**config.mk**
```make
export PLATFORM = sky130hd
export DESIGN_NAME = alu_status_flag_logic
export DESIGN_NICKNAME = d
export VERILOG_FILES = /design/src/core/alu_flag_pkg.sv /design/src/core/alu_status_flag_logic.sv /design/src/core/pe_flag_unit.sv
export VERILOG_INCLUDE_DIRS = /design/src /design/src/core
export SDC_FILE = /design/constraint.sdc
export NUM_CORES = 1
export LEC_CHECK = 0
export BUFFER_PORTS_ARGS = -buffer_cell sky130_fd_sc_hd__buf_2
export CAP_MARGIN = 20
export CORE_UTILIZATION = 40
export DETAILED_ROUTE_END_ITERATION = 7
export GPL_TIMING_DRIVEN = 0
export PLACE_DENSITY = 0.68
export SYNTH_ARGS = -nofsm -noshare
export SYNTH_HDL_FRONTEND = slang
export SYNTH_HIERARCHICAL = 1
export SYNTH_SLANG_ARGS = --single-unit
```
**constraint.sdc**
```tcl
create_clock -name ref_clk -period 2.5 [get_ports ref_clk]
set_input_delay 0.625 -clock ref_clk [delete_from_list [all_inputs] [get_ports ref_clk]]
set_output_delay 0.625 -clock ref_clk [all_outputs]
set_load 0.02 [all_outputs]
```
**src/core/alu_flag_defines.svh**
```systemverilog
// register offsets, bit positions and reset values of the alu flag logic
// assumes inclusion by bare name from the design files
`ifndef ALU_FLAG_DEFINES_SVH
`define ALU_FLAG_DEFINES_SVH

`define REG_ADDR_W     4
`define REG_DATA_W     32

`define ADDR_STATUS_X  4'h0
`define ADDR_STATUS_Y  4'h1
`define ADDR_STICKY_X  4'h2
`define ADDR_STICKY_Y  4'h3

`define ZERO_BIT       0
`define OVF_BIT        1
`define NEG_BIT        2
`define CARRY_BIT      3
`define SIGN_BIT       4
`define INV_BIT        5
`define FLOAT_BIT      6
`define HIST_LSB       24
`define HIST_MSB       31

`define FUNF_STKY_BIT  0
`define FOVF_STKY_BIT  1
`define XOVF_STKY_BIT  2
`define INV_STKY_BIT   3

`define STATUS_MASK    32'hff00_007f
`define STICKY_MASK    32'h0000_000f
`define STATUS_RST     32'h0000_0000
`define STICKY_RST     32'h0000_0000
`define READ_IDLE      32'h0000_0000

`endif

```
**src/core/alu_flag_pkg.sv**
```systemverilog
// types shared by the alu flag logic and its per-element flag unit
// assumes the datapath supplies raw conditions in the same cycle as the op
package alu_flag_pkg;

   typedef enum logic [5:0] {
      op_add, op_sub, op_add_ci, op_sub_borrow, op_avg,
      op_comp, op_unsigned_compare, op_inc_ci, op_dec_ci,
      op_inc, op_dec, op_neg, op_abs, op_pass,
      op_and, op_or, op_xor, op_not, op_min, op_max, op_clip,
      op_fadd, op_fsub, op_fabs_add, op_fabs_sub, op_favg,
      op_fcomp, op_fneg, op_fabs, op_fpass, op_round_float,
      op_exponent_scale, op_significand_extract, op_exponent_extract,
      op_fix_scaled, op_fix, op_round_toward_zero_convert,
      op_round_toward_zero_convert_scaled, op_float_scaled, op_float_plain,
      op_reciprocal_seed, op_inv_sqrt_seed, op_sign_transfer,
      op_fmin, op_fmax, op_fclip
   } op_type;

   // which flags an op evaluates; unset means forced zero or untouched
   typedef struct packed {
      logic ov;
      logic neg;
      logic cy;
      logic sgn;
      logic inv;
      logic cmp;
      logic flt;
      logic s_fu;
      logic s_fv;
      logic s_xv;
      logic s_inv;
   } effect_type;

   // raw conditions of one element's datapath result
   typedef struct packed {
      logic zero;
      logic negative;
      logic carry;
      logic overflow;
      logic underflow;
      logic invalid;
      logic input_sign;
      logic x_gt_y;
   } raw_type;

endpackage : alu_flag_pkg

```
**src/core/alu_status_flag_logic.sv**
```systemverilog
// alu status and sticky flag logic for two processing elements
// assumes decode gives one op per cycle and the datapath its raw conditions
//
// What this block does
// - every alu op rewrites seven status flags to show its own result
// - zero flag set on zero result or float underflow, by every op
// - negative flag follows result, forced zero by abs and significand ops
// - carry only from fixed add, sub, carry forms, inc, dec, negate, average
// - input sign captured by abs and significand extract, zero otherwise
// - invalid flag from float-input ops, zero for fixed and int-to-float
// - float op flag written 0 after fixed ops, 1 after float ops
// - compare history changes only on the three compare ops
// - fixed overflow from add, sub, carry forms, inc, dec, neg, abs only
// - float overflow only from the listed float ops, others force zero
// - the four sticky flags are set by ops or a software write, cleared by software
// - fixed overflow sticky set by the fixed overflow ops only
// - float underflow sticky set only by the listed float ops
// - float overflow sticky set only by the listed float ops
// - invalid sticky set by float-input ops, never fixed or int-to-float
// - dual mode runs each op on element y too, with its own registers
// - compare shifts history right, top bit is one when x exceeds y
// - updates show next cycle; a same-cycle register write wins
// - in dual mode condition flags are the or of both elements
// - underflow, overflow or invalid raises an exception request
`include "alu_flag_defines.svh"
module alu_status_flag_logic
   import alu_flag_pkg::*;
(
   input  wire logic                   ref_clk,
   input  wire logic                   rst_n,
   input  wire logic                   op_valid,
   input  wire op_type                 op_code,
   input  wire logic                   dual_mode,
   input  wire raw_type                raw_x,
   input  wire raw_type                raw_y,
   input  wire logic [`REG_ADDR_W-1:0] reg_addr,
   input  wire logic [`REG_DATA_W-1:0] reg_wdata,
   input  wire logic                   reg_wr,
   input  wire logic                   reg_rd,
   output logic      [`REG_DATA_W-1:0] reg_rdata,
   output logic      [`REG_DATA_W-1:0] cond_status,
   output logic      [`REG_DATA_W-1:0] cond_sticky,
   output logic                        exception_req
);

   effect_type             eff;
   logic                   upd_x;
   logic                   upd_y;
   logic                   st_we_x;
   logic                   st_we_y;
   logic                   sk_we_x;
   logic                   sk_we_y;
   logic [`REG_DATA_W-1:0] arith_status_pe_x;
   logic [`REG_DATA_W-1:0] arith_status_pe_y;
   logic [`REG_DATA_W-1:0] sticky_status_pe_x;
   logic [`REG_DATA_W-1:0] sticky_status_pe_y;
   logic                   exc_x;
   logic                   exc_y;
   logic [`REG_DATA_W-1:0] rdata_d;
   logic                   exc_d;

   // per-op flag effects
   always_comb begin
      eff = '0;
      case (op_code)
         op_add,
         op_sub,
         op_add_ci,
         op_sub_borrow,
         op_inc_ci,
         op_dec_ci,
         op_inc,
         op_dec,
         op_neg: begin
            eff.ov   = 1'b1;
            eff.neg  = 1'b1;
            eff.cy   = 1'b1;
            eff.s_xv = 1'b1;
         end
         op_avg: begin
            eff.neg = 1'b1;
            eff.cy  = 1'b1;
         end
         op_comp,
         op_unsigned_compare: begin
            eff.neg = 1'b1;
            eff.cmp = 1'b1;
         end
         op_abs: begin
            eff.ov   = 1'b1;
            eff.sgn  = 1'b1;
            eff.s_xv = 1'b1;
         end
         op_pass,
         op_and,
         op_or,
         op_xor,
         op_not,
         op_min,
         op_max,
         op_clip: begin
            eff.neg = 1'b1;
         end
         op_fadd,
         op_fsub: begin
            eff.flt   = 1'b1;
            eff.ov    = 1'b1;
            eff.neg   = 1'b1;
            eff.inv   = 1'b1;
            eff.s_fu  = 1'b1;
            eff.s_fv  = 1'b1;
            eff.s_inv = 1'b1;
         end
         op_fabs_add,
         op_fabs_sub: begin
            eff.flt   = 1'b1;
            eff.ov    = 1'b1;
            eff.inv   = 1'b1;
            eff.s_fu  = 1'b1;
            eff.s_fv  = 1'b1;
            eff.s_inv = 1'b1;
         end
         op_favg: begin
            eff.flt   = 1'b1;
            eff.neg   = 1'b1;
            eff.inv   = 1'b1;
            eff.s_fu  = 1'b1;
            eff.s_inv = 1'b1;
         end
         op_fcomp: begin
            eff.flt   = 1'b1;
            eff.neg   = 1'b1;
            eff.inv   = 1'b1;
            eff.cmp   = 1'b1;
            eff.s_inv = 1'b1;
         end
         op_fneg,
         op_fpass,
         op_sign_transfer,
         op_fmin,
         op_fmax,
         op_fclip: begin
            eff.flt   = 1'b1;
            eff.neg   = 1'b1;
            eff.inv   = 1'b1;
            eff.s_inv = 1'b1;
         end
         op_fabs: begin
            eff.flt   = 1'b1;
            eff.sgn   = 1'b1;
            eff.inv   = 1'b1;
            eff.s_inv = 1'b1;
         end
         op_round_float,
         op_exponent_extract,
         op_inv_sqrt_seed: begin
            eff.flt   = 1'b1;
            eff.ov    = 1'b1;
            eff.neg   = 1'b1;
            eff.inv   = 1'b1;
            eff.s_fv  = 1'b1;
            eff.s_inv = 1'b1;
         end
         op_exponent_scale,
         op_fix_scaled,
         op_fix,
         op_reciprocal_seed: begin
            eff.flt   = 1'b1;
            eff.ov    = 1'b1;
            eff.neg   = 1'b1;
            eff.inv   = 1'b1;
            eff.s_fu  = 1'b1;
            eff.s_fv  = 1'b1;
            eff.s_inv = 1'b1;
         end
         op_significand_extract: begin
            eff.flt   = 1'b1;
            eff.ov    = 1'b1;
            eff.sgn   = 1'b1;
            eff.inv   = 1'b1;
            eff.s_fv  = 1'b1;
            eff.s_inv = 1'b1;
         end
         op_round_toward_zero_convert,
         op_round_toward_zero_convert_scaled: begin
            eff.flt   = 1'b1;
            eff.neg   = 1'b1;
            eff.inv   = 1'b1;
            eff.s_fu  = 1'b1;
            eff.s_inv = 1'b1;
         end
         op_float_scaled: begin
            eff.flt  = 1'b1;
            eff.ov   = 1'b1;
            eff.neg  = 1'b1;
            eff.s_fu = 1'b1;
            eff.s_fv = 1'b1;
         end
         op_float_plain: begin
            eff.flt = 1'b1;
            eff.neg = 1'b1;
         end
         default: begin
            eff = '0;
         end
      endcase
   end

   assign upd_x = op_valid;
   assign upd_y = op_valid & dual_mode;

   // register write decode
   always_comb begin
      st_we_x = 1'b0;
      st_we_y = 1'b0;
      sk_we_x = 1'b0;
      sk_we_y = 1'b0;
      if (reg_wr && reg_addr == `ADDR_STATUS_X) begin
         st_we_x = 1'b1;
      end else if (reg_wr && reg_addr == `ADDR_STATUS_Y) begin
         st_we_y = 1'b1;
      end else if (reg_wr && reg_addr == `ADDR_STICKY_X) begin
         sk_we_x = 1'b1;
      end else if (reg_wr && reg_addr == `ADDR_STICKY_Y) begin
         sk_we_y = 1'b1;
      end
   end

   pe_flag_unit u_pe_x (
      .ref_clk  (ref_clk),
      .rst_n    (rst_n),
      .upd      (upd_x),
      .eff      (eff),
      .raw      (raw_x),
      .st_we    (st_we_x),
      .sk_we    (sk_we_x),
      .wdata    (reg_wdata),
      .status_q (arith_status_pe_x),
      .sticky_q (sticky_status_pe_x),
      .exc      (exc_x)
   );

   // second element with its own registers
   pe_flag_unit u_pe_y (
      .ref_clk  (ref_clk),
      .rst_n    (rst_n),
      .upd      (upd_y),
      .eff      (eff),
      .raw      (raw_y),
      .st_we    (st_we_y),
      .sk_we    (sk_we_y),
      .wdata    (reg_wdata),
      .status_q (arith_status_pe_y),
      .sticky_q (sticky_status_pe_y),
      .exc      (exc_y)
   );

   // register read, data one cycle after the strobe
   always_comb begin
      rdata_d = `READ_IDLE;
      if (reg_rd && reg_addr == `ADDR_STATUS_X) begin
         rdata_d = arith_status_pe_x;
      end else if (reg_rd && reg_addr == `ADDR_STATUS_Y) begin
         rdata_d = arith_status_pe_y;
      end else if (reg_rd && reg_addr == `ADDR_STICKY_X) begin
         rdata_d = sticky_status_pe_x;
      end else if (reg_rd && reg_addr == `ADDR_STICKY_Y) begin
         rdata_d = sticky_status_pe_y;
      end
   end

   always_ff @(posedge ref_clk) begin
      if (!rst_n) begin
         reg_rdata <= `READ_IDLE;
      end else begin
         reg_rdata <= rdata_d;
      end
   end

   // condition view for the sequencer
   always_comb begin
      cond_status = arith_status_pe_x;
      cond_sticky = sticky_status_pe_x;
      if (dual_mode) begin
         cond_status = arith_status_pe_x | arith_status_pe_y;
         cond_sticky = sticky_status_pe_x | sticky_status_pe_y;
      end
   end

   // one-cycle exception request toward interrupt logic
   assign exc_d = exc_x | exc_y;

   always_ff @(posedge ref_clk) begin
      if (!rst_n) begin
         exception_req <= 1'b0;
      end else begin
         exception_req <= exc_d;
      end
   end

endmodule : alu_status_flag_logic

```
**src/core/pe_flag_unit.sv**
```systemverilog
// status and sticky registers of one processing element
// assumes eff is decoded from the op of the current cycle
`include "alu_flag_defines.svh"
module pe_flag_unit
   import alu_flag_pkg::*;
(
   input  wire logic                   ref_clk,
   input  wire logic                   rst_n,
   input  wire logic                   upd,
   input  wire effect_type             eff,
   input  wire raw_type                raw,
   input  wire logic                   st_we,
   input  wire logic                   sk_we,
   input  wire logic [`REG_DATA_W-1:0] wdata,
   output logic      [`REG_DATA_W-1:0] status_q,
   output logic      [`REG_DATA_W-1:0] sticky_q,
   output logic                        exc
);

   logic [`REG_DATA_W-1:0] status_d;
   logic [`REG_DATA_W-1:0] sticky_d;
   logic [`REG_DATA_W-1:0] set_vec;

   always_comb begin
      status_d = status_q;
      if (st_we) begin
         status_d = wdata & `STATUS_MASK;
      end else if (upd) begin
         status_d[`ZERO_BIT]  = raw.zero | (eff.flt & raw.underflow);
         status_d[`OVF_BIT]   = eff.ov & raw.overflow;
         status_d[`NEG_BIT]   = eff.neg & raw.negative;
         status_d[`CARRY_BIT] = eff.cy & raw.carry;
         status_d[`SIGN_BIT]  = eff.sgn & raw.input_sign;
         status_d[`INV_BIT]   = eff.inv & raw.invalid;
         status_d[`FLOAT_BIT] = eff.flt;
         if (eff.cmp) begin
            status_d[`HIST_MSB:`HIST_LSB] =
               {raw.x_gt_y, status_q[`HIST_MSB:`HIST_LSB+1]};
         end
      end
   end

   always_comb begin
      set_vec = `STICKY_RST;
      set_vec[`FUNF_STKY_BIT] = eff.s_fu & raw.underflow;
      set_vec[`FOVF_STKY_BIT] = eff.s_fv & raw.overflow;
      set_vec[`XOVF_STKY_BIT] = eff.s_xv & raw.overflow;
      set_vec[`INV_STKY_BIT]  = eff.s_inv & raw.invalid;
   end

   always_comb begin
      sticky_d = sticky_q;
      if (sk_we) begin
         sticky_d = wdata & `STICKY_MASK;
      end else if (upd) begin
         sticky_d = sticky_q | set_vec;
      end
   end

   always_ff @(posedge ref_clk) begin
      if (!rst_n) begin
         status_q <= `STATUS_RST;
      end else begin
         status_q <= status_d;
      end
   end

   always_ff @(posedge ref_clk) begin
      if (!rst_n) begin
         sticky_q <= `STICKY_RST;
      end else begin
         sticky_q <= sticky_d;
      end
   end

   // exception event of this op, before any register override
   assign exc = upd & ((eff.ov & raw.overflow) | (eff.flt & raw.underflow)
                       | (eff.inv & raw.invalid));

endmodule : pe_flag_unit

```
==> results.env, run 1 <==
DESIGN.DIE.AREA_UM2=13500
CRITICAL_PATH.ENDPOINT_TYPE='primary output'
TIMING.CLOCK.SKEW_NS=0.00676
CRITPATHSLOWESTCELL='sky130_fd_sc_hd__clkbuf_1'
YS_FF_LATCH=71
SYNTH_WARNINGS=6
VIA_COUNT=5110
POWER_FRAC_CLOCK=0.405
POST-ROUTE-WORST-SETUP-SLACK_NS=0.165
FINALWORSTPATHREQUIREDPERIOD_NS=2.33
WORSTHOLDPATHTYPE='reg -> reg'
DRV_CAP=0
NUMBER_OF_GLOBAL_ROUTE_VIAS_BEFORE_REPAIR=4676
DRT_PASS1_ITERATIONS=5
CLOCKBUFFERDEPTH=2
CTS_SINKS=71
CORE_AREA_UM2=12700
SWITCHINGPOWER_mW=0.968
FILLER_CELL_COUNT=1278
ARRIVAL_NS=1.71
PWR_DENSITY_CELL_nW_PER_UM2=492
GRT_START_MAX_NET_PINS=22
SEQ_AREA_FRAC_SYNTH=0.272
POST_DRT_WL_PER_CELL_UM=15.5
TIMING.REG2REG.WORST_PATH_DEPTH=3
RR_STARTPOINT='u_pe_y/sticky_q[1]'
POWER.SHARE.SWITCHING=0.300
DPL_WORST_SLACK_NS=-0.173
CLOCK.FMAX_GHz=0.428
ANTENNA_VIOLATING_NETS_REMAINING=0
REG2REG_SETUP_SLACK_NS=1.43
DR.FIRST_ITER.DRC_COUNT=357
CRITPATHREQUIREDTIME_NS=1.88
SYNTHDISTINCTLIBCELLS=52
CRIT_PATH_START_KIND='input port'
SYNTHCELLS=649
FINAL.HOLD.WORST_SLACK_NS=0.518
TRITONCTS='done'
CTSHOLDBUFFERS=0
START_UTIL=0.413
CTS-ROOT-BUF='sky130_fd_sc_hd__clkbuf_16'
SYN-MEAN-INSTANCE-AREA_UM2=8.06
REPORT.FINAL.SLEW_VIOL_COUNT=0
WIRE_LENGTH_OF_THE_FIRST_GLOBAL_ROUTING_PASS_MM=24.2
DRC=0
NNETSFINAL=908
IO_PINS=161
POSTCTSSETUPBUFFERS=0
CRITICALPATHCATEGORY='in -> out'
ASYNCSETRESETFLOPFRACSYNTH=0
SYNTH_TO_LAYOUT_AREA_GROWTH_PCT=25.5
HOLD_PATH_START='u_pe_x/status_q[5]'
NUMBER_OF_BUFFERS_INSERTED_DURING_CLOCK_TREE_SYNTHESIS=9
GRT_ANTENNA_BEFORE_REPAIR=1
COMBINATIONALPOWERSHARE=0.224
RR_ENDPOINT='reg_rdata[1]'
PERIOD_SHARE=0.934
MAX_SLEW.WORST_PIN.SLEW_NS=0.613
VDD.IR_DROP.WORST_mV=0.341
CRIT_PATH_FREQUENT_CELL='sky130_fd_sc_hd__buf_2'
SYNTH-EDFF-COUNT=0
WORST_SKEW_PAIR.LATE_LATENCY_NS=0.33
TOTAL_LEAKAGE_POWER_nW=3.31
CTS_CLK_PIN_SLEW_WORST_PATHS_NS=0.06
WORSTHOLDENDPOINT='reg_rdata[5]'
DIE_H_UM=116
INTERNAL-POWER_mW=2.26
HOLD_PATH_DEPTH=1
FINALWEIGHTEDCONGESTION=0.883
CTSHTREEMAXLEVEL=3
DPL.HPWL_MM=12.0
MAX_SLEW_MARGIN=0.591
CRIT_PATH_MAX_CELL_DELAY_NS=0.37
SHARE_OF_LAYOUT_CELLS_ABOVE_DRIVE_STRENGTH_1=0.283
MOST_INSTANTIATED_FLIP_FLOP_CELL_IN_THE_SYNTHESIS_NETLIST='sky130_fd_sc_hd__dfxtp_1'
DIE_WIDTH_UM=116
CRITICAL_PATH_BUF_INV_COUNT=3
SETUP-VIOLATIONS-FINAL=0
RUN_STATUS='completed'
CRITPATHMAXFANOUT=10
CRITPATHTOPFAMILY='buffers and inverters'
IO_BUFFERS=96
GR-TOTAL-OVERFLOW=0
TOTALWIRELENGTH_MM=15.8
CRIT_CHAIN='clkbuf_1 > buf_2 > a21o_1 > buf_2'
RSZ0062_AT_GRT='false'
SEQUENTIAL_POWER_SHARE=0.370
PLACEMENT_ROWS=41
FINALHOLDVIOLCOUNT=0
AVGVIACOUNTPERCELL=5.00
TOTAL_ROUTING_USAGE_GR=0.234
SYN-CELL-AREA_UM2=5230
==> worst max-delay path by stage <==
stage                     cells after the start  slack, ns        start                  end
after global routing                         10     0.0008  reg_addr[0]  u_pe_y/status_q[26]
after detailed placement                      8      -0.17   op_code[3]        exception_req
final                                         4       0.17    dual_mode       cond_status[3]
after global placement                        8      -0.16   op_code[3]        exception_req
after floorplan                               7       0.33   op_code[4]        exception_req
after CTS                                     4       0.02    dual_mode       cond_status[6]
==> through the flow <==
stage	power [mW]	TNS, ns	area [um2]	utilization	cells
2_1_floorplan	1.74	0	5560	-	737
3_3_place_gp	1.91	-0.694	6260	0.494	1005
3_5_place_dp	1.91	-1.07	6260	0.494	1005
4_1_cts	3.22	0	6560	0.518	1021
5_1_grt	3.36	0	6570	0.518	1022
6_report	3.23	0	6570	0.518	1022
==> per-layer routing <==
layer / vias up / GRT usage / wire length [um]
met5: - / 0 / 0
met4: 0 / 0.102 / 342
met3: 24 / 0.0296 / 805
met2: 161 / 0.397 / 7450
met1: 2324 / 0.297 / 7210
li1: 2601 / - / -
==> cells in the mapped netlist, types with 7 or more instances <==
cell type | count | area (um2)
sky130_fd_sc_hd__clkbuf_1 | 31 | 116
sky130_fd_sc_hd__buf_2 | 8 | 40.0
sky130_fd_sc_hd__buf_4 | 92 | 691
sky130_fd_sc_hd__a21o_1 | 65 | 488
sky130_fd_sc_hd__a21oi_1 | 53 | 265
sky130_fd_sc_hd__dfxtp_1 | 71 | 1420
sky130_fd_sc_hd__nand2b_1 | 32 | 200
sky130_fd_sc_hd__mux2i_1 | 18 | 180
sky130_fd_sc_hd__a32o_1 | 62 | 621
sky130_fd_sc_hd__nand2_1 | 70 | 263
sky130_fd_sc_hd__o21ai_0 | 36 | 180
sky130_fd_sc_hd__a31oi_1 | 9 | 56.3
sky130_fd_sc_hd__nand3_1 | 13 | 65.1
sky130_fd_sc_hd__nor2b_1 | 7 | 43.8
==> power by group through the flow <==
| stage | Clock (mW) | Sequential (mW) | Combinational, mW |
|---|---|---|---|
| after CTS | 1.33 | 1.20 | 0.693 |
| final | 1.31 | 1.20 | 0.724 |
| after detailed placement | 0 | 1.22 | 0.691 |
| after global placement | 0 | 1.22 | 0.690 |
| after global routing | 1.38 | 1.20 | 0.784 |
| after floorplan | 0 | 1.23 | 0.512 |
==> worst register-to-register path, cell delays in order, from the launching register on <==
cell                       delay (ns)
sky130_fd_sc_hd__dfxtp_1         0.33
sky130_fd_sc_hd__nand2b_1        0.15
sky130_fd_sc_hd__a32o_1          0.23
sky130_fd_sc_hd__a32o_1          0.25
==> placed cells by master (no fill, tap or decap), types with 3 or more instances in the layout <==
cell type	count
sky130_fd_sc_hd__buf_2	105
sky130_fd_sc_hd__conb_1	90
sky130_fd_sc_hd__nand2_1	70
sky130_fd_sc_hd__a32o_1	62
sky130_fd_sc_hd__nand3_1	13
sky130_fd_sc_hd__nand2b_1	32
sky130_fd_sc_hd__mux2i_1	18
sky130_fd_sc_hd__nor2b_1	7
sky130_fd_sc_hd__nor3_1	6
sky130_fd_sc_hd__clkbuf_2	5
sky130_fd_sc_hd__or3b_2	4
sky130_fd_sc_hd__dfxtp_1	71
sky130_fd_sc_hd__clkbuf_16	9
sky130_fd_sc_hd__nor2_1	5
sky130_fd_sc_hd__a21o_1	65
sky130_fd_sc_hd__and3_1	3
sky130_fd_sc_hd__inv_1	6
sky130_fd_sc_hd__nor3b_1	3
sky130_fd_sc_hd__nor4b_1	3
sky130_fd_sc_hd__a21oi_1	52
sky130_fd_sc_hd__o21ai_1	4
sky130_fd_sc_hd__buf_4	92
sky130_fd_sc_hd__clkbuf_1	30
sky130_fd_sc_hd__buf_6	5
sky130_fd_sc_hd__o21ai_0	36
sky130_fd_sc_hd__a31oi_1	9
==> logic make-up (layout without fill, tap and decap cells) <==
logic type | Yosys count | count (layout) | share of synthesized area
other cells | 2 | 91 | 0.00144
mux | 18 | 18 | 0.0344
flops | 71 | 71 | 0.272
buf+inv | 152 | 264 | 0.186
compound gates | 246 | 246 | 0.342
simple gates | 160 | 160 | 0.165
==> sequential cells by signal, summed over array words and instances (netlist names) <==
register	count
u_pe_y/sticky_q	4
u_pe_x/sticky_q	4
exception_req	1
u_pe_x/status_q	15
reg_rdata	32
u_pe_y/status_q	15
==> repair_timing <==
| item | 4_1_cts | 5_1_grt |
|---|---|---|
| setup endpoints to repair | 3 | 12 |
| pin swaps | 0 | 0 |
| gates resized for setup | 1 | 6 |
==> area by class of cell <==
type,count,area [um2],share of cell area
Sequential cell,71,1420,0.216
Antenna cell,1,2.50,0.000381
Clock buffer,11,243,0.0370
Clock inverter,5,56.3,0.00857
Buffer,142,933,0.142
Inverter,10,42.5,0.00648
Timing Repair Buffer,96,480,0.0731
Multi-Input combinational cell,514,3170,0.483
Tap cell,172,215,0.0328
(Power assumes the default switching activity.)
==> inputs of run 2 (changes only) <==
- CORE_ASPECT_RATIO: default -> 1.4
- CTS_CLUSTER_DIAMETER: default -> 200
- PLACE_DENSITY: 0.68 -> default
==> run 2 against run 1 <==
Net effect:
- hold slack lost 0.0043 ns
- die area is essentially flat
- critical path depth grew 4
- flip-flop and latch count is the same
- critical endpoint is now exception_req
- first-iteration DRC count shrank 36%
- largest cell class unchanged
- utilization shrank 1.0 points
- sequential power is essentially flat
- global-route usage grew 1.1 points
- wire length grew 4.7%
==> results.env, run 2 (synthesized netlist as in run 1, its figures left out) <==
IO_PINS=161  # unchanged
TOTAL_ROUTING_USAGE_GR=0.244  # was 0.234
RSZ0062_AT_GRT='false'  # unchanged
CRITPATHTOPFAMILY='compound AO/OA/AOI/OAI gates'  # was buffers and inverters
CLOCK.FMAX_GHz=0.416  # was 0.428 GHz
CRIT_PATH_START_KIND='input port'  # unchanged
CLOCKBUFFERDEPTH=2  # unchanged
WORST_SKEW_PAIR.LATE_LATENCY_NS=0.34  # was 0.33 ns
CRITICAL_PATH_BUF_INV_COUNT=3  # unchanged
CRIT_CHAIN='buf_2 > clkbuf_1 > clkbuf_1 > o21bai_1 > a21oi_1 > a222oi_1 > nor2_1 > o21a_1'  # was clkbuf_1 > buf_2 > a21o_1 > buf_2
GRT_START_MAX_NET_PINS=22  # unchanged
START_UTIL=0.408  # was 0.413
FINAL.HOLD.WORST_SLACK_NS=0.514  # was 0.518 ns
ANTENNA_VIOLATING_NETS_REMAINING=0  # unchanged
IO_BUFFERS=96  # unchanged
DR.FIRST_ITER.DRC_COUNT=227  # was 357
CTSHTREEMAXLEVEL=3  # unchanged
FINALWORSTPATHREQUIREDPERIOD_NS=2.41  # was 2.33 ns
VDD.IR_DROP.WORST_mV=0.282  # was 0.341 mV
DIE_WIDTH_UM=98.7  # was 116 um
REGISTERS.TOP_BY_FF_COUNT='reg_rdata'  # unchanged
LARGEST_REGISTERS='reg_rdata (32), u_pe_x/status_q (15), u_pe_y/status_q (15)'  # unchanged
NUMBER_OF_BUFFERS_INSERTED_DURING_CLOCK_TREE_SYNTHESIS=9  # unchanged
DPL_WORST_SLACK_NS=-0.182  # was -0.173 ns
AVGVIACOUNTPERCELL=5.16  # was 5.00
CRITICALPATHCATEGORY='in -> reg'  # was in -> out
RUN_STATUS='completed'  # unchanged
FINALHOLDVIOLCOUNT=0  # unchanged
CRITPATHSLOWESTCELL='sky130_fd_sc_hd__a21oi_1'  # was sky130_fd_sc_hd__clkbuf_1
POST-ROUTE-WORST-SETUP-SLACK_NS=0.0943  # was 0.165 ns
DIE_H_UM=137  # was 116 um
GRT_ANTENNA_BEFORE_REPAIR=1  # unchanged
TOTAL_LEAKAGE_POWER_nW=3.29  # was 3.31 nW
DESIGN.DIE.AREA_UM2=13500  # about the same
DRV_CAP=0  # unchanged
LARGEST_REGISTER_FFS=32  # unchanged
TOTALWIRELENGTH_MM=16.6  # was 15.8 mm
FINAL_CELL_MIX='sky130_fd_sc_hd__buf_2 (106), sky130_fd_sc_hd__buf_4 (92), sky130_fd_sc_hd__conb_1 (90)'  # was sky130_fd_sc_hd__buf_2 (105), sky130_fd_sc_hd__buf_4 (92), sky130_fd_sc_hd__conb_1 (90)
SETUP-VIOLATIONS-FINAL=0  # unchanged
MAX_SLEW_MARGIN=0.497  # was 0.591
TOTAL_POWER_mW=3.11  # was 3.23 mW
PWR_DENSITY_CELL_nW_PER_UM2=478  # was 492 nW/um2
DRT_PASS1_ITERATIONS=5  # unchanged
PERIOD_SHARE=0.962  # was 0.934
CTS-ROOT-BUF='sky130_fd_sc_hd__clkbuf_16'  # unchanged
CTSHOLDBUFFERS=0  # unchanged
FINAL_COMMON_CELL='sky130_fd_sc_hd__buf_2'  # unchanged
DESIGN_AREA_UM2=6510  # was 6570 um2
FINALWEIGHTEDCONGESTION=0.905  # was 0.883
MAX_SLEW.WORST_PIN.SLEW_NS=0.754  # was 0.613 ns
CRIT_PATH_FREQUENT_CELL='sky130_fd_sc_hd__clkbuf_1'  # was sky130_fd_sc_hd__buf_2
DPL.HPWL_MM=13.0  # was 12.0 mm
CORE_AREA_UM2=12800  # was 12,700 um2
REPORT.FINAL.SLEW_VIOL_COUNT=0  # unchanged
CTS_CLK_PIN_SLEW_WORST_PATHS_NS=0.06  # about the same
CRIT_PATH_MAX_CELL_DELAY_NS=0.64  # was 0.37 ns
CRITPATHMAXFANOUT=10  # unchanged
PLACEMENT_ROWS=49  # was 41
POST_DRT_WL_PER_CELL_UM=16.5  # was 15.5 um
NNETSFINAL=907  # was 908
ARRIVAL_NS=2.68  # was 1.71 ns
WIRE_LENGTH_OF_THE_FIRST_GLOBAL_ROUTING_PASS_MM=25.7  # was 24.2 mm
CRITICAL_PATH.ENDPOINT_TYPE='register'  # was primary output
SHARE_OF_LAYOUT_CELLS_ABOVE_DRIVE_STRENGTH_1=0.282  # was 0.283
NUMBER_OF_GLOBAL_ROUTE_VIAS_BEFORE_REPAIR=4998  # was 4,676
TIMING.CLOCK.SKEW_NS=0.00466  # was 0.00676 ns
SYNTH_TO_LAYOUT_AREA_GROWTH_PCT=24.4  # was 25.5%
FILLER_CELL_COUNT=1330  # was 1,278
TRITONCTS='done'  # unchanged
PLACED_CELL_AREA_UM2=6230  # was 6260 um2
CRITPATHREQUIREDTIME_NS=2.78  # was 1.88 ns
VIA_COUNT=5166  # was 5,110
WORSTHOLDPATHTYPE='reg -> reg'  # unchanged
DRC=0  # unchanged
CTS_SINKS=71  # unchanged
GR-TOTAL-OVERFLOW=0  # unchanged
[run 2: worst reg2reg max path, stage by stage (launching register included)]
cell and delay (ns):
sky130_fd_sc_hd__dfxtp_1 0.33, sky130_fd_sc_hd__nand2b_1 0.15, sky130_fd_sc_hd__a32o_1 0.23, sky130_fd_sc_hd__a32o_1 0.26
[run 2: layout make-up]
| class | instances | area, um2 | share of cell area |
|---|---|---|---|
| clock inverter | 7 | 47.5 | 0.00730 |
| sequential | 71 | 1420 | 0.218 |
| antenna | 1 | 2.50 | 0.000384 |
| clock buffer | 9 | 225 | 0.0346 |
| tap | 153 | 191 | 0.0294 |
| timing repair buffer | 96 | 480 | 0.0738 |
| buffer | 141 | 928 | 0.143 |
| inverter | 10 | 42.5 | 0.00653 |
| multi-input combinational | 514 | 3170 | 0.487 |
[run 2: per-stage QoR]
step           TNS (ns)  instances  utilization
2_1_floorplan         0        737            -
3_5_place_dp      -2.40        986        0.487
5_1_grt               0       1001        0.508
3_3_place_gp      -1.22        986        0.487
4_1_cts               0       1002        0.508
6_report              0       1002        0.508
[run 2: final timing paths]
kind / slack, ns / depth (start not counted) / to / start
setup / recovery: 0.09 / 8 / exception_req / op_code[3]
hold / removal: 0.51 / 1 / reg_rdata[1] / u_pe_x/status_q[1]
setup reg to reg: 1.41 / 3 / reg_rdata[0] / u_pe_y/sticky_q[0]
hold reg to reg: 0.51 / 1 / reg_rdata[1] / u_pe_x/status_q[1]
[run 2: power breakdown]
part	switching, mW	internal (mW)
clock network	0.522	0.671
logic	0.432	0.292
registers	0.0275	1.17
total	0.982	2.13
[run 2: per-layer routing]
layer | share of wire | GRT usage
met1 | 0.40 | 0.264
met2 | 0.52 | 0.453
met5 | 0 | 0
met4 | 0.039 | 0.142
met3 | 0.047 | 0.0381
[run 2: what timing repair did]
item                                    4_1_cts  5_1_grt
setup buffers                                 0        0
endpoints found under the setup margin        5        9
pin swaps                                     0        0
resized for setup                             2        1
